`config.mk`:
```
export PLATFORM = sky130hd
export DESIGN_NAME = nfpi_ctrl
export DESIGN_NICKNAME = d
export VERILOG_FILES = /design/src/nfpi_pkg.sv /design/src/nfpi_sync.sv /design/src/nfpi_ctrl.sv
export SDC_FILE = /design/constraint.sdc
export NUM_CORES = 1
export LEC_CHECK = 0
export BUFFER_PORTS_ARGS = -buffer_cell sky130_fd_sc_hd__buf_2
export CAP_MARGIN = 10
export CORE_MARGIN = 5
export CORE_UTILIZATION = 40
export DETAILED_ROUTE_END_ITERATION = 10
export HOLD_SLACK_MARGIN = 0.15
export SLEW_MARGIN = 10
export SYNTH_ARGS = -nofsm -noshare
export SYNTH_HDL_FRONTEND = slang
export SYNTH_HIERARCHICAL = 1
export SYNTH_SLANG_ARGS = --single-unit
```
`constraint.sdc`:
```
create_clock -name core_clk -period 10.7 [get_ports core_clk]
set_clock_uncertainty 0.15 [all_clocks]
set_input_delay 0 -clock core_clk [delete_from_list [all_inputs] [get_ports core_clk]]
set_output_delay 0 -clock core_clk [all_outputs]
set_load 0.1 [all_outputs]
```
`src/nfpi_pkg.sv`:
```
// Shared constants, commands and state types of the NAND flash pin controller.
// Assumes a 50 MHz core clock; the pin timing counts in cycles derive from that period, except RD_HIGH_CYC.
package nfpi_pkg;

  localparam int CLK_PERIOD_NS = 20;
  localparam int SYNC_STAGES   = 2;

  // Pin timing in nanoseconds, each turned into whole clock cycles (rounded up).
  localparam int T_RC_NS  = 30;
  localparam int T_WP_NS  = 25;
  localparam int T_WH_NS  = 15;
  localparam int T_WB_NS  = 100;
  localparam int RC_CYC   = (T_RC_NS + CLK_PERIOD_NS - 1) / CLK_PERIOD_NS;
  localparam int WP_CYC   = (T_WP_NS + CLK_PERIOD_NS - 1) / CLK_PERIOD_NS;
  localparam int WH_CYC   = (T_WH_NS + CLK_PERIOD_NS - 1) / CLK_PERIOD_NS;
  localparam int WB_CYC   = (T_WB_NS + CLK_PERIOD_NS - 1) / CLK_PERIOD_NS;
  // The read strobe stays low long enough for the byte to cross the synchroniser.
  localparam int RD_LOW_CYC  = RC_CYC + SYNC_STAGES;
  localparam int RD_HIGH_CYC = 1;

  // Busy times that the array may take: longest for page read, typical for program and erase.
  localparam int T_READ_MAX_US  = 35;
  localparam int T_PROG_TYP_US  = 250;
  localparam int T_ERASE_TYP_MS = 2;
  localparam int BUSY_LIMIT_DEF = 500000;

  // Array geometry.
  localparam int PAGE_MAIN   = 2048;
  localparam int PAGE_SPARE  = 64;
  localparam int PAGE_BYTES  = PAGE_MAIN + PAGE_SPARE;
  localparam int PAGE_COUNT  = 65536;
  localparam int BLOCK_PAGES = 64;
  localparam int COL_W       = 12;
  localparam int ROW_W       = 16;
  localparam int ECC_CHUNK   = 528;
  localparam int ECC_W       = 14;
  localparam int STATUS_FAIL_BIT = 0;

  localparam logic [7:0] CMD_READ1  = 8'h00;
  localparam logic [7:0] CMD_READ2  = 8'h30;
  localparam logic [7:0] CMD_PROG1  = 8'h80;
  localparam logic [7:0] CMD_PROG2  = 8'h10;
  localparam logic [7:0] CMD_ERASE1 = 8'h60;
  localparam logic [7:0] CMD_ERASE2 = 8'hd0;
  localparam logic [7:0] CMD_RESET  = 8'hff;
  localparam logic [7:0] CMD_STATUS = 8'h70;

  typedef enum logic [1:0] {
    OP_READ  = 2'b00,
    OP_PROG  = 2'b01,
    OP_ERASE = 2'b10,
    OP_RESET = 2'b11
  } nfpi_op_e;

  typedef enum logic [3:0] {
    ST_IDLE  = 4'h0,
    ST_WLOW  = 4'h1,
    ST_WHIGH = 4'h2,
    ST_DWAIT = 4'h3,
    ST_WAITB = 4'h4,
    ST_BUSY  = 4'h5,
    ST_RLOW  = 4'h6,
    ST_RHIGH = 4'h7,
    ST_DONE  = 4'h8
  } nfpi_state_e;

  typedef enum logic [2:0] {
    PH_CMD1  = 3'h0,
    PH_ADDR  = 3'h1,
    PH_DATA  = 3'h2,
    PH_CMD2  = 3'h3,
    PH_STATC = 3'h4,
    PH_STATR = 3'h5,
    PH_DOUT  = 3'h6
  } nfpi_phase_e;

  typedef struct packed {
    logic       ce_n;
    logic       cle;
    logic       ale;
    logic       we_n;
    logic       read_strobe_n;
    logic       wp_n;
    logic [7:0] data_pins_o;
    logic       data_pins_oe;
  } nfpi_pins_s;

  typedef struct packed {
    nfpi_state_e       st;
    nfpi_phase_e       ph;
    nfpi_op_e          opc;
    logic [19:0]       cnt;
    logic [COL_W-1:0]  left;
    logic [1:0]        aidx;
    logic [COL_W-1:0]  col;
    logic [ROW_W-1:0]  row;
    nfpi_pins_s        pins;
    logic              op_ready;
    logic              wr_ready;
    logic [7:0]        rd_data;
    logic              rd_valid;
    logic              done;
    logic              fail;
    logic [9:0]        echk;
    logic [ECC_W-1:0]  eacc;
    logic [ECC_W-1:0]  ecode;
    logic              evalid;
  } nfpi_state_s;

  localparam nfpi_pins_s PINS_RST = '{ce_n: 1'b1, cle: 1'b0, ale: 1'b0, we_n: 1'b1,
                                      read_strobe_n: 1'b1, wp_n: 1'b0,
                                      data_pins_o: 8'h00, data_pins_oe: 1'b0};

  localparam nfpi_state_s STATE_RST = '{st: ST_IDLE, ph: PH_CMD1, opc: OP_READ,
                                        cnt: 20'h00000, left: 12'h000, aidx: 2'h0,
                                        col: 12'h000, row: 16'h0000, pins: PINS_RST,
                                        op_ready: 1'b1, wr_ready: 1'b0, rd_data: 8'h00,
                                        rd_valid: 1'b0, done: 1'b0, fail: 1'b0,
                                        echk: 10'h000, eacc: 14'h0000, ecode: 14'h0000,
                                        evalid: 1'b0};

endpackage

```
`src/nfpi_sync.sv`:
```
// Two-stage synchroniser for the pins that the flash drives back to the controller.
// Assumes its input is asynchronous to core_clk; only the second stage is read.
`timescale 1ns/100ps
module nfpi_sync #(
  parameter int W = 9
) (
  input  wire logic         core_clk,
  input  wire logic         rst,
  input  wire logic [W-1:0] d,
  output logic      [W-1:0] q
);

  typedef struct packed {
    logic [W-1:0] s1;
    logic [W-1:0] s2;
  } nfpi_sync_s;

  nfpi_sync_s s_reg;
  nfpi_sync_s s_next;

  always_comb begin
    s_next    = s_reg;
    s_next.s1 = d;
    s_next.s2 = s_reg.s1;
  end

  always_ff @(posedge core_clk or posedge rst) begin
    if (rst) begin
      s_reg <= '0;
    end else begin
      s_reg <= s_next;
    end
  end

  assign q = s_reg.s2;

endmodule

```
`src/nfpi_ctrl.sv`:
```
// Host-side controller for a byte-wide NAND flash: read page, program page,
// erase block and reset, with a per-528-byte single-bit ECC code on the data stream.
// Assumes the flash pins are joined by the testbench; the ready/busy wire is pulled up.
// What this block does
// - Command byte latched on write rise, command latch high.
// - Address byte latched on write rise, address latch high.
// - Read cycle never shorter than 30 ns.
// - First two address bytes carry 12-bit column.
// - Upper nibble of second address byte low.
// - Third and fourth address bytes carry row.
// - Allow page read busy before reading data.
// - Host computes single-bit ECC per 528 bytes.
// - Every byte written with chip select low.
// - Operations chosen by command codes, e.g. 00h/30h.
`timescale 1ns/100ps
module nfpi_ctrl
  import nfpi_pkg::*;
#(
  parameter int BUSY_LIMIT_CYC = BUSY_LIMIT_DEF
) (
  input  wire logic             core_clk,
  input  wire logic             rst,
  input  wire logic             op_valid,
  input  wire nfpi_op_e         op,
  input  wire logic [COL_W-1:0] op_col,
  input  wire logic [ROW_W-1:0] op_row,
  input  wire logic [COL_W-1:0] op_len,
  output logic                  op_ready,
  input  wire logic [7:0]       wr_data,
  input  wire logic             wr_valid,
  output logic                  wr_ready,
  output logic [7:0]            rd_data,
  output logic                  rd_valid,
  output logic                  done,
  output logic                  fail,
  output logic [ECC_W-1:0]      ecc_code,
  output logic                  ecc_valid,
  output nfpi_pins_s            flash_pins,
  input  wire logic [7:0]       data_pins_i,
  input  wire logic             ready_busy_n
);

  nfpi_state_s s_reg;
  nfpi_state_s s_next;
  logic [8:0]  pin_sync;

  nfpi_sync #(.W(9)) u_sync (
    .core_clk (core_clk),
    .rst      (rst),
    .d        ({ready_busy_n, data_pins_i}),
    .q        (pin_sync)
  );

  // Start one write-strobe cycle; the flash latches on the closing rising edge.
  function automatic nfpi_state_s wr_byte(nfpi_state_s x, logic [7:0] b, logic c, logic a);
    x.st                = ST_WLOW;
    x.cnt               = 20'(WP_CYC);
    x.pins.ce_n         = 1'b0;
    x.pins.we_n         = 1'b0;
    x.pins.cle          = c;
    x.pins.ale          = a;
    x.pins.data_pins_o  = b;
    x.pins.data_pins_oe = 1'b1;
    return x;
  endfunction

  // Start one read-strobe cycle with our driver released in the same cycle that the strobe falls and the flash drives.
  function automatic nfpi_state_s rd_byte(nfpi_state_s x);
    x.st                 = ST_RLOW;
    x.cnt                = 20'(RD_LOW_CYC);
    x.pins.read_strobe_n = 1'b0;
    x.pins.cle           = 1'b0;
    x.pins.ale           = 1'b0;
    x.pins.data_pins_oe  = 1'b0;
    return x;
  endfunction

  // Erase sends only the two row bytes, so its index starts at the row.
  function automatic logic [7:0] addr_byte(nfpi_state_s x);
    unique case ((x.opc == OP_ERASE) ? 2'(x.aidx + 2'd2) : x.aidx)
      2'd0: addr_byte = x.col[7:0];
      2'd1: addr_byte = {4'h0, x.col[11:8]};
      2'd2: addr_byte = x.row[7:0];
      2'd3: addr_byte = x.row[15:8];
    endcase
  endfunction

  function automatic logic [7:0] op_cmd(nfpi_op_e o, logic last);
    unique case (o)
      OP_READ:  op_cmd = last ? CMD_READ2 : CMD_READ1;
      OP_PROG:  op_cmd = last ? CMD_PROG2 : CMD_PROG1;
      OP_ERASE: op_cmd = last ? CMD_ERASE2 : CMD_ERASE1;
      OP_RESET: op_cmd = CMD_RESET;
    endcase
  endfunction

  // Position-xor code: a single flipped bit shows as the xor of stored and fresh code,
  // which names its byte and bit; bit 13 tells a single error from none.
  function automatic nfpi_state_s ecc_add(nfpi_state_s x, logic [7:0] b);
    if (^b) begin
      x.eacc[12:3] = x.eacc[12:3] ^ x.echk;
      x.eacc[13]   = ~x.eacc[13];
    end
    for (int i = 0; i < 8; i++) begin
      if (b[i]) x.eacc[2:0] = x.eacc[2:0] ^ 3'(i);
    end
    if (x.echk == 10'(ECC_CHUNK - 1)) begin
      x.ecode  = x.eacc;
      x.evalid = 1'b1;
      x.eacc   = '0;
      x.echk   = '0;
    end else begin
      x.echk = x.echk + 10'h001;
    end
    return x;
  endfunction

  always_comb begin
    s_next          = s_reg;
    s_next.rd_valid = 1'b0;
    s_next.done     = 1'b0;
    s_next.evalid   = 1'b0;
    s_next.wr_ready = 1'b0;
    // Timed states count down unless a branch reloads the count; ST_BUSY counts it up from zero instead, other states ignore it.
    s_next.cnt      = s_reg.cnt - 20'h00001;
    unique case (s_reg.st)
      ST_IDLE: begin
        if (op_valid) begin
          s_next.opc  = op;
          s_next.col  = op_col;
          // Page bits are cleared so an erase always names the block's first page.
          s_next.row  = (op == OP_ERASE) ? (op_row & ~16'(BLOCK_PAGES - 1)) : op_row;
          s_next.left = (op_len > 12'(PAGE_BYTES)) ? 12'(PAGE_BYTES) : op_len;
          s_next.fail = 1'b0;
          s_next.echk = '0;
          s_next.eacc = '0;
          s_next.ph   = PH_CMD1;
          // Protection is lifted only for the operations that need high voltage.
          s_next.pins.wp_n = (op == OP_PROG) || (op == OP_ERASE);
          s_next = wr_byte(s_next, op_cmd(op, 1'b0), 1'b1, 1'b0);
        end
      end
      ST_WLOW: begin
        if (s_reg.cnt <= 20'h00001) begin
          s_next.st        = ST_WHIGH;
          s_next.cnt       = 20'(WH_CYC);
          s_next.pins.we_n = 1'b1;
        end
      end
      ST_WHIGH: begin
        if (s_reg.cnt <= 20'h00001) begin
          s_next.pins.cle = 1'b0;
          s_next.pins.ale = 1'b0;
          unique case (s_reg.ph)
            PH_CMD1: begin
              if (s_reg.opc == OP_RESET) begin
                s_next.st  = ST_WAITB;
                s_next.cnt = 20'(WB_CYC);
              end else begin
                s_next.ph   = PH_ADDR;
                s_next.aidx = 2'd0;
                s_next = wr_byte(s_next, addr_byte(s_next), 1'b0, 1'b1);
              end
            end
            PH_ADDR, PH_DATA: begin
              if (s_reg.ph == PH_ADDR
                  && s_reg.aidx != ((s_reg.opc == OP_ERASE) ? 2'd1 : 2'd3)) begin
                s_next.aidx = s_reg.aidx + 2'd1;
                s_next = wr_byte(s_next, addr_byte(s_next), 1'b0, 1'b1);
              end else if (s_reg.opc == OP_PROG && s_reg.left != '0) begin
                s_next.ph       = PH_DATA;
                s_next.st       = ST_DWAIT;
                s_next.wr_ready = 1'b1;
              end else begin
                s_next.ph = PH_CMD2;
                s_next = wr_byte(s_next, op_cmd(s_reg.opc, 1'b1), 1'b1, 1'b0);
              end
            end
            PH_CMD2: begin
              s_next.st                = ST_WAITB;
              s_next.cnt               = 20'(WB_CYC);
              s_next.pins.data_pins_oe = 1'b0;
            end
            default: begin
              s_next.ph = PH_STATR;
              s_next = rd_byte(s_next);
            end
          endcase
        end
      end
      ST_DWAIT: begin
        s_next.wr_ready = 1'b1;
        if (wr_valid && s_reg.wr_ready) begin
          s_next.wr_ready = 1'b0;
          s_next.left     = s_reg.left - 12'h001;
          s_next = ecc_add(s_next, wr_data);
          s_next = wr_byte(s_next, wr_data, 1'b0, 1'b0);
        end
      end
      ST_WAITB: begin
        if (s_reg.cnt <= 20'h00001) begin
          s_next.st  = ST_BUSY;
          s_next.cnt = '0;
        end
      end
      ST_BUSY: begin
        // Chip select stays low while the flash works, though it would not care.
        if (pin_sync[8]) begin
          unique case (s_reg.opc)
            OP_READ: begin
              s_next.ph = PH_DOUT;
              if (s_reg.left != '0) begin
                s_next = rd_byte(s_next);
              end else begin
                s_next.st = ST_DONE;
              end
            end
            OP_RESET: s_next.st = ST_DONE;
            default: begin
              s_next.ph = PH_STATC;
              s_next = wr_byte(s_next, CMD_STATUS, 1'b1, 1'b0);
            end
          endcase
        end else if (s_reg.cnt == 20'(BUSY_LIMIT_CYC - 1)) begin
          s_next.fail = 1'b1;
          s_next.st   = ST_DONE;
        end else begin
          s_next.cnt = s_reg.cnt + 20'h00001;
        end
      end
      ST_RLOW: begin
        if (s_reg.cnt <= 20'h00001) begin
          s_next.st                 = ST_RHIGH;
          s_next.cnt                = 20'(RD_HIGH_CYC);
          s_next.pins.read_strobe_n = 1'b1;
          s_next.rd_data            = pin_sync[7:0];
          if (s_reg.ph == PH_DOUT) begin
            s_next.rd_valid = 1'b1;
            s_next.left     = s_reg.left - 12'h001;
            s_next = ecc_add(s_next, pin_sync[7:0]);
          end else begin
            s_next.fail = pin_sync[STATUS_FAIL_BIT];
          end
        end
      end
      ST_RHIGH: begin
        if (s_reg.cnt <= 20'h00001) begin
          s_next.st = ST_DONE;
          if (s_reg.ph == PH_DOUT && s_reg.left != '0) begin
            s_next = rd_byte(s_next);
          end
        end
      end
      ST_DONE: begin
        s_next.done = 1'b1;
        s_next.st   = ST_IDLE;
        s_next.pins = PINS_RST;
        // A short last chunk still gets its code.
        if (s_reg.echk != '0) begin
          s_next.ecode  = s_reg.eacc;
          s_next.evalid = 1'b1;
        end
      end
      default: s_next = STATE_RST;
    endcase
    s_next.op_ready = (s_next.st == ST_IDLE);
  end

  always_ff @(posedge core_clk or posedge rst) begin
    if (rst) begin
      s_reg <= STATE_RST;
    end else begin
      s_reg <= s_next;
    end
  end

  assign op_ready   = s_reg.op_ready;
  assign wr_ready   = s_reg.wr_ready;
  assign rd_data    = s_reg.rd_data;
  assign rd_valid   = s_reg.rd_valid;
  assign done       = s_reg.done;
  assign fail       = s_reg.fail;
  assign ecc_code   = s_reg.ecode;
  assign ecc_valid  = s_reg.evalid;
  assign flash_pins = s_reg.pins;

endmodule

```
==> metrics.log, run 1 <==
[metrics] outcome: finished, final reports clean
[metrics] starting utilization of the core area: between 40% and 50%
[metrics] proportion of register bits with asynchronous set or reset after synthesis: 100.0%
[metrics] post-route core utilization: 50.29%
[metrics] layout overhead on the synthesized area: 24.06%
[metrics] core region area: approximately 23000 µm²
[metrics] DRT Pass-1 Iters: 7
[metrics] share of final-layout standard cells stronger than drive strength 1: ~15%
[metrics] count of buffers added by post-CTS timing repair for setup: 0
[metrics] maximum level of the CTS H-tree: 4
[metrics] count of hold buffers inserted by post-cts repair: approximately 120
[metrics] Max Fanout on Critical Path: 12
[metrics] Antenna Nets Post-Route: 0
[metrics] worst-case headroom to the max-slew limit: 20.41%
[metrics] number of synthesized flops with an enable pin: 0
[metrics] dpl hpwl: approximately 19000 µm
[metrics] die height: about 160 µm
[metrics] launch point of the worst path: s_reg[109]$_DFF_PP0_
[metrics] Post-route DRC: 0
[metrics] via density per instance: 5.704
[metrics] gpl congestion: roughly 0.88
[metrics] number of flip-flops in the largest register: 95
[metrics] row cnt: 56
[metrics] PD cells: approximately 250 nW/µm²
[metrics] worst hold start: op_row[14]
[metrics] CTS Root Buffer Type: sky130_fd_sc_hd__clkbuf_16
[metrics] number of buffer and inverter stages on the critical path: 2
[metrics] CP most frequent cell: sky130_fd_sc_hd__nor2_1
[metrics] Area contributors post-synth: sky130_fd_sc_hd__dfrtp_1 40%, sky130_fd_sc_hd__nand2_1 4.3%, sky130_fd_sc_hd__nor2_1 3.8%, sky130_fd_sc_hd__a21oi_1 3.7%, sky130_fd_sc_hd__o21ai_0 3.4%
[metrics] maximum number of pins on one net before global-route repair: between 70 and 80
[metrics] Die Footprint: 26970 µm²
[metrics] routed wire length: ~28000 µm
[metrics] final routed wire length divided by cell count: around 18 µm
[metrics] gr usage total: between 20% and 30%
[metrics] max cap viols: 0
[metrics] Pleak: 5.150 nW
[metrics] total negative slack: 0 ns
[metrics] type of the worst setup path: reg2reg
[metrics] number of warning messages in the yosys log: 6
[metrics] crit path DAT: 4.24 ns
[metrics] CP Cell Sequence: inv_1 > ha_1 > nor2_1 > or4_1 > nor2_1 > nand2_1 > nor2_1 > a221oi_1 > dlygate4sd3_1 > o21ai_0
[metrics] TritonCTS clock tree: yes
[metrics] final slew viol count: 0
[metrics] hold violation total from the final report: 0
[metrics] vias in the first global route: between 8000 and 9000
[metrics] Crit. End Element: register
[metrics] ANT cells: 0
[metrics] nets in the synthesized netlist: about 1100
[metrics] cell area after technology mapping: approximately 9500 µm²
[metrics] mean instance size in the synthesized netlist: 8.918 µm²
[metrics] Crit-path slowest cell: sky130_fd_sc_hd__nor2_1
[metrics] Clock Latency Late Sink: between 0.4 and 0.5 ns
[metrics] Final Critical Period: about 4 ns
[metrics] Final WS setup: 6.655 ns
[metrics] largest buffer count on any clock path: 2
[metrics] CTS sink cnt: around 160
[metrics] wire length of the first global-routing pass: about 45000 µm
[metrics] number of different library cells in the post-synthesis netlist: a little under 90
[metrics] post_cts resized: 0
[metrics] data required time of the critical path: ~11 ns
[metrics] number of clock buffers inserted by TritonCTS: 17
[metrics] number of placed I/O pins: 106
[metrics] 1st-iter DRT viols: 857
[metrics] Primary FF master, synth: sky130_fd_sc_hd__dfrtp_1
[metrics] Reg clk slew, reported paths: 0.07 ns
[metrics] worst-case vdd ir drop: 293.4 µV
[metrics] initial antenna violation count: 0
[metrics] most common cell in the netlist: sky130_fd_sc_hd__dfrtp_1
[metrics] Largest delay share family, worst path: simple AND/OR/NAND/NOR gates
[metrics] count of mapped cells out of synthesis: 1067
[metrics] post-synth top area cell: sky130_fd_sc_hd__dfrtp_1
[metrics] number of nets in the final layout: about 1300
[metrics] kind of launch point of the worst setup path: register
[metrics] maximum clock rate: roughly 250 MHz
[metrics] Port Buffer Count: between 100 and 150
[metrics] Slowest Stage Delay on Critical Path: around 0.64 ns
[metrics] chip width: about 160 µm
[metrics] #FFs+latches synth: ~160
[metrics] period utilization: roughly 38%
[metrics] overflow left after global routing: 0
[metrics] worst hold margin: around 0.17 ns
[metrics] endpoints failing setup: 0
[metrics] synth cell count leaders: 152 x sky130_fd_sc_hd__dfrtp_1, 108 x sky130_fd_sc_hd__nand2_1, 96 x sky130_fd_sc_hd__nor2_1
[metrics] DP Worst Slack: 6.869 ns
[metrics] via count of the routed design: 8887
[metrics] Worst Max-Slew Pin Slew: roughly 1.2 ns
[metrics] RSZ-0062 raised after global routing: false
[metrics] RR Startpoint: s_reg[109]$_DFF_PP0_
[metrics] fraction of post-synthesis cell area in the top cell type by area: about two fifths
[metrics] worst hold path type: in2reg
[metrics] Seq/Total Area, Yosys: 41.08%
cells by family (layout without fill, tap and decap cells):
family | after synthesis | after routing | share of synthesized area [%]
AO/OA/AOI/OAI | 308 | 308 | 22.43
XOR/XNOR | 40 | 40 | 3.682
adder cells (fa/ha/maj) | 16 | 16 | 2.104
buffers and inverters | 128 | 300 | 6.943
flip-flops | 156 | 156 | 41.08
multiplexers | 21 | 21 | 2.354
AND/OR/NAND/NOR | 398 | 398 | 21.41
worst register-to-register path, delay by kind of cell (launching register included):
kind,cells,cell delay (ns)
buffers and inverters,2,0.75
and+or+nand+nor,5,2.14
DFF,1,0.46
AOI/OAI and AO/OA,2,0.24
adders and majority gates,1,0.23
metal layers:
| layer | up-vias | GRT usage, % | share of wire [%] |
|---|---|---|---|
| met3 | 28 | 3.789 | 5.8 |
| met5 | - | 0 | 0 |
| met2 | 320 | 33.12 | 47 |
| li1 | 4203 | - | - |
| met4 | 0 | 4.804 | 1.3 |
| met1 | 4336 | 29.58 | 46 |
path summary, 6_finish.rpt:
| path | endpoint | slack (ns) | depth (start not counted) |
|---|---|---|---|
| max in group asynchronous | s_reg[28]$_DFFE_PP0P_ | 8.40 | 5 |
| worst max register to register | flash_pins[8]$_DFFE_PP0P_ | 6.65 | 10 |
| worst max-delay path | flash_pins[8]$_DFFE_PP0P_ | 6.65 | 10 |
| worst min register to register | u_sync/q[3]$_DFF_PP0_ | 0.20 | 0 |
| worst min-delay path | s_reg[81]$_DFFE_PP0P_ | 0.17 | 4 |
| min in group asynchronous | flash_pins[4]$_DFFE_PP0P_ | 0.67 | 4 |
power by group:
group          switching, W  internal, W
Sequential         0.000203     0.000745
Combinational      0.000877     0.000487
Clock              0.000271     0.000353
Total               0.00135      0.00159
cell usage in the layout, fill, tap and decap left out, types with 8 or more instances in the layout:
cell type                       synthesis  layout
sky130_fd_sc_hd__dfrtp_1              152     152
sky130_fd_sc_hd__ha_1                  16      16
sky130_fd_sc_hd__nand3_1               61      61
sky130_fd_sc_hd__inv_1                 33      32
sky130_fd_sc_hd__o21ai_0               65      65
sky130_fd_sc_hd__a221oi_1              11      11
sky130_fd_sc_hd__xnor2_1               31      30
sky130_fd_sc_hd__o21a_1                11      11
sky130_fd_sc_hd__clkbuf_16              0      17
sky130_fd_sc_hd__a21oi_1               70      70
sky130_fd_sc_hd__dlygate4sd3_1          0     123
sky130_fd_sc_hd__nor2_1                96      95
sky130_fd_sc_hd__nand2b_1              18      18
sky130_fd_sc_hd__o211ai_1              11      11
sky130_fd_sc_hd__nor3_1                25      25
sky130_fd_sc_hd__and3_1                 9       9
sky130_fd_sc_hd__a221o_1               13      13
sky130_fd_sc_hd__mux2i_1               13      13
sky130_fd_sc_hd__xor2_1                 9       9
sky130_fd_sc_hd__and2_1                 8       8
sky130_fd_sc_hd__a22o_1                15      15
sky130_fd_sc_hd__a31oi_1                8       8
sky130_fd_sc_hd__a22oi_1               11      11
sky130_fd_sc_hd__buf_2                  9     105
sky130_fd_sc_hd__nand2_1              108     108
sky130_fd_sc_hd__inv_6                  0       9
sky130_fd_sc_hd__o22ai_1               15      15
through the flow:
stage | power (W) | cell area (µm²) | cells
after CTS | 0.002924 | 11800 | 1558
after global placement | 0.002235 | 9967 | 1403
after floorplan | 0.001989 | 9515 | 1067
final | 0.002936 | 11810 | 1558
after detailed placement | 0.002251 | 9967 | 1403
after global routing | 0.003114 | 11810 | 1558
area by class of cell:
class                      count  area [µm²]
tap                          319       399.1
inverter                      33       128.9
clock inverter                14       170.2
timing repair buffer         235        1809
multi-input combinational    783        4960
sequential                   156        3909
fill                        2157       11670
clock buffer                  18       429.2
Power figures use the tool's default switching activity.
==> run 2: changes to the inputs <==
==> constraint.sdc (replaced) <==
create_clock -name core_clk -period 4 [get_ports core_clk]
set_clock_uncertainty 0.15 [all_clocks]
set_input_delay 0 -clock core_clk [delete_from_list [all_inputs] [get_ports core_clk]]
set_output_delay 0 -clock core_clk [all_outputs]
set_load 0.1 [all_outputs]
==> run 2 against run 1 <==
  * Wire length up 0.89%
  * First-iteration DRC count is 24% lower
  * Largest cell class unchanged
  * Total power rose to 2.6 times the previous value
  * Register-to-register slack got worse by 6.5 ns
  * Sequential cell count did not move
  * Via count about the same
  * Worst hold slack lost 0.027 ns
  * Cell count is 0.83% higher
==> metrics.log, run 2 (synthesis gave the netlist of run 1 again) <==
[metrics] chip width: around 160 µm
[metrics] CP Cell Sequence: inv_1 > ha_1 > nor2_1 > or4_1 > nor3_1 > o211ai_1 > buf_4 > a21oi_1 > nor2b_1 > a311o_1 > dlygate4sd3_1
[metrics] post-route standard cell area excluding fillers: ~12000 µm²
[metrics] Layout fillers: between 2000 and 2500
[metrics] die height: ~160 µm
[metrics] maximum clock rate: 262.9 MHz
[metrics] starting utilization of the core area: 40.54%
[metrics] PD cells: ~660 nW/µm²
[metrics] data required time of the critical path: approximately 4.2 ns
[metrics] row cnt: 56
[metrics] Pleak: roughly 5.2 nW
[metrics] number of placed I/O pins: 106
[metrics] period utilization: between 90% and 100%
[metrics] overflow left after global routing: 0
[metrics] gr usage total: 21.15%
[metrics] RSZ-0062 raised after global routing: false
[metrics] core region area: between 20000 and 25000 µm²
[metrics] largest buffer count on any clock path: 2
[metrics] Crit-path slowest cell: sky130_fd_sc_hd__or4_1
[metrics] Slowest Stage Delay on Critical Path: between 0.6 and 0.7 ns
[metrics] maximum number of pins on one net before global-route repair: around 90
[metrics] worst-case headroom to the max-slew limit: about 36%
[metrics] worst hold path type: in2async
[metrics] most frequent standard cell in the layout excluding fill and tap cells: sky130_fd_sc_hd__dfrtp_1
[metrics] maximum level of the CTS H-tree: 4
[metrics] share of final-layout standard cells stronger than drive strength 1: between 10% and 20%
[metrics] post_cts resized: 0
[metrics] internal reg-to-reg setup slack: a little under 0.2 ns
[metrics] Antenna Nets Post-Route: 0
[metrics] Reg clk slew, reported paths: 0.07 ns
[metrics] Port Buffer Count: 105
[metrics] Die Footprint: 26970 µm²
[metrics] TritonCTS clock tree: yes
[metrics] Clock Latency Late Sink: about 0.43 ns
[metrics] worst hold margin: 0.1401 ns
[metrics] total negative slack: 0 ns
[metrics] vias in the first global route: approximately 8700
[metrics] area post-placement: around 10000 µm²
[metrics] hold violation total from the final report: 0
[metrics] routed wire length: roughly 28000 µm
[metrics] endpoints failing setup: 0
[metrics] kind of launch point of the worst setup path: register
[metrics] via count of the routed design: ~9000
[metrics] number of nets in the final layout: around 1300
[metrics] initial antenna violation count: 0
[metrics] worst-case vdd ir drop: ~630 µV
[metrics] via density per instance: about 5.7
[metrics] Post-route DRC: 0
[metrics] Worst R2R Path Depth: 11
[metrics] max cap viols: 0
[metrics] wire length of the first global-routing pass: ~46000 µm
[metrics] Crit. End Element: register
[metrics] DRT Pass-1 Iters: 6
[metrics] gpl congestion: around 0.96
[metrics] ANT cells: 0
[metrics] dpl hpwl: 18920 µm
[metrics] outcome: finished, final reports clean
[metrics] Max Fanout on Critical Path: 21
[metrics] 1st-iter DRT viols: between 600 and 700
[metrics] Worst Max-Slew Pin Slew: around 0.95 ns
[metrics] type of the worst setup path: reg2reg
[metrics] number of flip-flops in the largest register: 95
[metrics] number of clock buffers inserted by TritonCTS: 17
[metrics] CTS Root Buffer Type: sky130_fd_sc_hd__clkbuf_16
[metrics] CTS sink cnt: between 150 and 200
[metrics] final routed wire length divided by cell count: 18.05 µm
[metrics] crit path DAT: 3.97 ns
[metrics] final slew viol count: 0
[metrics] Final Critical Period: ~3.8 ns
[metrics] highest-count cells in the layout ignoring fill and taps: 152 x sky130_fd_sc_hd__dfrtp_1, 123 x sky130_fd_sc_hd__dlygate4sd3_1, 108 x sky130_fd_sc_hd__nand2_1
[metrics] layout overhead on the synthesized area: 24.59%
run 2: final timing paths:
path	startpoint	end
max	s_reg[109]$_DFF_PP0_	s_reg[104]$_DFFE_PP0P_
min	rst	s_reg[88]$_DFFE_PP0P_
max reg2reg	s_reg[109]$_DFF_PP0_	s_reg[104]$_DFFE_PP0P_
min reg2reg	u_sync/s_next[0]$_DFF_PP0_	u_sync/q[0]$_DFF_PP0_
max in group asynchronous	rst	op_ready$_DFF_PP1_
min in group core_clk	op_row[12]	s_reg[79]$_DFFE_PP0P_
run 2: where the power goes:
part	switching, W	internal [W]
Clock	0.000746	0.000819
Combinational	0.00239	0.00132
Sequential	0.000502	0.00199
run 2: critical path: cells and delay by family (launching register included):
| kind | cells | cell delay [ns] |
|---|---|---|
| simple gates | 4 | 1.04 |
| buf+inv | 3 | 1.03 |
| compound gates | 3 | 0.78 |
| flops | 1 | 0.45 |
| fa+ha+maj | 1 | 0.23 |
run 2: final cells by class:
cell class / instances / area [µm²] / area share, %
multi-input cells: 783 / 4952 / 41.77
clock buffers: 18 / 429.2 / 3.620
clock inverters: 14 / 130.1 / 1.098
flip-flops and latches: 156 / 3909 / 32.97
repair buffers: 248 / 1907 / 16.08
inverters: 33 / 128.9 / 1.087
well taps: 319 / 399.1 / 3.367
run 2: metal layers:
metal  up-vias  global-route usage [%]  share of wire, %
met2       299                   33.18                46
met1      4335                   30.25                46
li1       4223                       -                 -
met3        31                   4.266               6.0
met5         -                       0                 0
met4         0                   4.766               1.3
run 2: timing repair:
| action | in CTS | in global routing |
|---|---|---|
| hold buffers | 123 | 0 |
| setup buffers | 0 | 3 |
| endpoints found under the setup margin | 0 | 1 |
| endpoints found under the hold margin | 166 | 0 |
run 2: per-stage QoR:
stage	worst slack (ns)	utilization (%)	instances	total power, W
3_5_place_dp	0.6704	42.78	1413	0.006046
6_report	0.1963	50.51	1571	0.007774
3_3_place_gp	0.7649	42.78	1413	0.006014
5_1_grt	0.02131	50.51	1571	0.008271
2_1_floorplan	0.1605	-	1067	0.005320
4_1_cts	0.2702	50.41	1568	0.007747
==> run 3: changes to the inputs <==
--- a/config.mk
+++ b/config.mk
@@ -5,11 +5,13 @@
 export SDC_FILE = /design/constraint.sdc
 export NUM_CORES = 1
 export LEC_CHECK = 0
+export ABC_AREA = 1
 export BUFFER_PORTS_ARGS = -buffer_cell sky130_fd_sc_hd__buf_2
 export CAP_MARGIN = 10
 export CORE_MARGIN = 5
 export CORE_UTILIZATION = 40
 export DETAILED_ROUTE_END_ITERATION = 10
+export GPL_ROUTABILITY_DRIVEN = 0
 export HOLD_SLACK_MARGIN = 0.15
 export SLEW_MARGIN = 10
 export SYNTH_ARGS = -nofsm -noshare
==> run 3 against run 2 <==
  * Sequential cell count stayed put
  * Combinational power is 24% higher
  * Sequential power is 5% lower
  * Highest routed layer unchanged
  * Critical path depth is 4 higher
  * Area after synthesis is 8.3% higher
==> metrics.log, run 3 <==
[metrics] nets in the synthesized netlist: roughly 1500
[metrics] Final Critical Period: ~3.4 ns
[metrics] highest metal layer with signal wires: met4
[metrics] count of mapped cells out of synthesis: ~1400
[metrics] post_cts resized: 0
[metrics] Crit-path slowest cell: sky130_fd_sc_hd__ha_1
[metrics] worst-case headroom to the max-slew limit: a little under two fifths
[metrics] 1st-iter DRT viols: 777
[metrics] number of flip-flops in the largest register: 95
[metrics] core region area: 25250 µm²
[metrics] TritonCTS clock tree: yes
[metrics] maximum level of the CTS H-tree: 4
[metrics] starting utilization of the core area: between 40 and 50%
[metrics] overflow left after global routing: 0
[metrics] crit path DAT: 3.61 ns
[metrics] number of synthesized flops with an enable pin: 0
[metrics] detailed route wirelength on metal3: ~2000 µm
[metrics] CTS sink cnt: 156
[metrics] hold violation total from the final report: 0
[metrics] final routed wire length divided by cell count: between 15 and 20 µm
[metrics] Layout fillers: around 2500
[metrics] total negative slack: 0 ns
[metrics] Worst R2R Path Depth: 15
[metrics] Crit. End Element: register
[metrics] routed wire length: a little under 30000 µm
[metrics] most common cell in the netlist: sky130_fd_sc_hd__nand2_1
[metrics] most frequent standard cell in the layout excluding fill and tap cells: sky130_fd_sc_hd__nand2_1
[metrics] Reg clk slew, reported paths: 0.07 ns
[metrics] maximum clock rate: about 290 MHz
[metrics] synth cell count leaders: 380 x sky130_fd_sc_hd__nand2_1, 152 x sky130_fd_sc_hd__dfrtp_1, 134 x sky130_fd_sc_hd__nor2_1
[metrics] Primary FF master, synth: sky130_fd_sc_hd__dfrtp_1
[metrics] ANT cells: 0
[metrics] mean instance size in the synthesized netlist: between 7 and 8 µm²
[metrics] die height: 170.5 µm
[metrics] number of nets in the final layout: about 1600
[metrics] sequential cell area: around 3900 µm²
[metrics] #FFs+latches synth: between 150 and 200
[metrics] WHS Endpoint: s_reg[82]$_DFFE_PP0P_
[metrics] CP most frequent cell: sky130_fd_sc_hd__nand2_1
[metrics] fraction of post-synthesis cell area in the top cell type by area: 36.92%
[metrics] depth of the worst hold-timing path: 3
[metrics] final slew viol count: 0
[metrics] Post-Route M1 WL: roughly 14000 µm
[metrics] Seq/Total Area, Yosys: a little under two fifths
[metrics] period utilization: between 80% and 90%
[metrics] PD cells: 700.2 nW/µm²
[metrics] dpl hpwl: ~22000 µm
[metrics] worst hold start: op_row[15]
[metrics] Pleak: 6.064 nW
[metrics] CP Cell Sequence: inv_1 > ha_1 > inv_1 > nand2_1 > nand3_1 > nand2_1 > nand2_1 > inv_1 > nand4_1 > nand2_1 > nor2_1 > nand2_2 > nand2_1 > nand4_1 > dlygate4sd3_1
[metrics] row cnt: a little under 60
[metrics] initial antenna violation count: 0
[metrics] share of final-layout standard cells stronger than drive strength 1: roughly 14%
[metrics] DRT Pass-1 Iters: 5
[metrics] Max Fanout on Critical Path: 19
[metrics] highest-count cells in the layout ignoring fill and taps: 380 x sky130_fd_sc_hd__nand2_1, 152 x sky130_fd_sc_hd__dfrtp_1, 134 x sky130_fd_sc_hd__nor2_1
[metrics] wire length of the first global-routing pass: between 40000 and 50000 µm
[metrics] total power: around 0.0087 W
[metrics] number of buffer and inverter stages on the critical path: 4
[metrics] Area contributors post-synth: sky130_fd_sc_hd__dfrtp_1 37%, sky130_fd_sc_hd__nand2_1 14%, sky130_fd_sc_hd__nand3_1 5.2%, sky130_fd_sc_hd__nor2_1 4.9%, sky130_fd_sc_hd__inv_1 4.5%
[metrics] kind of launch point of the worst setup path: register
[metrics] endpoints failing setup: 0
[metrics] Clock Latency Late Sink: 0.43 ns
[metrics] outcome: finished, final reports clean
[metrics] number of placed I/O pins: 106
[metrics] area used by multi-input combinational logic: approximately 5400 µm²
[metrics] maximum number of pins on one net before global-route repair: around 100
[metrics] largest buffer count on any clock path: 2
[metrics] RR Startpoint: s_reg[129]$_DFFE_PP0P_
[metrics] RSZ-0062 raised after global routing: false
[metrics] chip width: approximately 170 µm
[metrics] capture point of the worst reg-to-reg path: flash_pins[8]$_DFFE_PP0P_
[metrics] Slowest Stage Delay on Critical Path: about 0.57 ns
[metrics] worst-case vdd ir drop: 724.0 µV
[metrics] data required time of the critical path: about 4.2 ns
[metrics] Largest delay share family, worst path: simple AND/OR/NAND/NOR gates
[metrics] Port Buffer Count: 105
[metrics] number of different library cells in the post-synthesis netlist: 52
[metrics] Post-route DRC: 0
[metrics] vias in the first global route: around 9500
[metrics] max cap viols: 0
[metrics] Antenna Nets Post-Route: 0
[metrics] CTS Root Buffer Type: sky130_fd_sc_hd__clkbuf_16
[metrics] layout overhead on the synthesized area: 19.94%
[metrics] Die Footprint: about 29000 µm²
[metrics] cell area after technology mapping: between 10000 and 15000 µm²
[metrics] via count of the routed design: 9808
[metrics] worst hold path type: in2reg
[metrics] type of the worst setup path: reg2reg
[metrics] internal reg-to-reg setup slack: roughly 0.61 ns
[metrics] Worst Max-Slew Pin Slew: about 0.94 ns
[metrics] gr usage total: approximately a fifth
[metrics] number of clock buffers inserted by TritonCTS: 17
[metrics] number of warning messages in the yosys log: 6
[metrics] total met2 wirelength after detailed routing: between 10000 and 15000 µm
[metrics] post-synth top area cell: sky130_fd_sc_hd__dfrtp_1
[metrics] proportion of register bits with asynchronous set or reset after synthesis: 100.0%
[metrics] via density per instance: ~5.2
==> run 3: worst reg2reg max path, stage by stage (launching register included) <==
cell and delay (ns):
sky130_fd_sc_hd__dfrtp_1 0.40, sky130_fd_sc_hd__inv_1 0.14, sky130_fd_sc_hd__ha_1 0.57, sky130_fd_sc_hd__inv_1 0.13
sky130_fd_sc_hd__nand2_1 0.09, sky130_fd_sc_hd__nand3_1 0.06, sky130_fd_sc_hd__nand2_1 0.23, sky130_fd_sc_hd__nand2_1 0.12
sky130_fd_sc_hd__inv_1 0.10, sky130_fd_sc_hd__nand4_1 0.18, sky130_fd_sc_hd__nand2_1 0.15, sky130_fd_sc_hd__nor2_1 0.06
sky130_fd_sc_hd__nand2_2 0.23, sky130_fd_sc_hd__nand2_1 0.10, sky130_fd_sc_hd__nand4_1 0.08, sky130_fd_sc_hd__dlygate4sd3_1 0.55
==> run 3: how the worst max path moves through the flow <==
stage	slack, ns	cells after the start	start	endpoint
2_1_floorplan	0.16	1	rst	done$_DFF_PP0_
5_1_grt	0.26	15	s_reg[129]$_DFFE_PP0P_	flash_pins[8]$_DFFE_PP0P_
6_report	0.61	15	s_reg[129]$_DFFE_PP0P_	flash_pins[8]$_DFFE_PP0P_
4_1_cts	0.68	15	s_reg[129]$_DFFE_PP0P_	flash_pins[8]$_DFFE_PP0P_
3_5_place_dp	1.07	13	s_reg[129]$_DFFE_PP0P_	s_reg[113]$_DFF_PP0_
3_3_place_gp	1.11	10	s_reg[137]$_DFF_PP0_	s_reg[35]$_DFFE_PP0P_
==> run 3: power breakdown <==
part | switching, W | internal, W
Sequential | 0.000398 | 0.00197
Clock | 0.000765 | 0.000921
Combinational | 0.00320 | 0.00139
Total | 0.00436 | 0.00429
==> run 3: metal layers <==
metal  vias to the layer above  track usage [%]
met4                         0            4.896
met1                      4596            30.74
met3                        40            3.647
met5                         -                0
met2                       366            31.77
li1                       4806                -
==> run 3: area by class of cell <==
cell class / instances / area share, %
clock buffers: 19 / 3.666
clock inverters: 13 / 1.246
inverters: 142 / 4.415
multi-input cells: 1016 / 43.34
flip-flops and latches: 156 / 31.64
well taps: 330 / 3.342
repair buffers: 206 / 12.35
==> run 3: what timing repair did <==
| action | in CTS | in global routing |
|---|---|---|
| hold buffers | 97 | 0 |
| hold endpoints to repair | 178 | 0 |
| buffers inserted | 0 | 0 |
==> run 3: logic make-up (layout without fill, tap and decap cells) <==
| kind of cell | after synthesis | after routing | share of synthesized area (%) |
|---|---|---|---|
| flip-flops | 156 | 156 | 37.94 |
| XOR/XNOR | 82 | 82 | 6.972 |
| buffers and inverters | 214 | 380 | 10.07 |
| AND/OR/NAND/NOR | 734 | 734 | 31.71 |
| AO/OA/AOI/OAI | 183 | 183 | 11.26 |
| adder cells (fa/ha/maj) | 16 | 16 | 1.943 |
| multiplexers | 1 | 1 | 0.09717 |
==> run 3: stage by stage <==
step                util (%)  hold slack [ns]  cells  cell area [µm²]  setup WS [ns]
floorplan                  -          -0.2114   1386            10300         0.1605
global placement       42.68         -0.02652   1753            10780          1.114
detailed placement     42.68         -0.03944   1753            10780          1.069
CTS                    48.92           0.1516   1882            12360         0.6767
global route           48.92           0.1860   1882            12360         0.2563
finish                 48.92           0.1672   1882            12360         0.6080
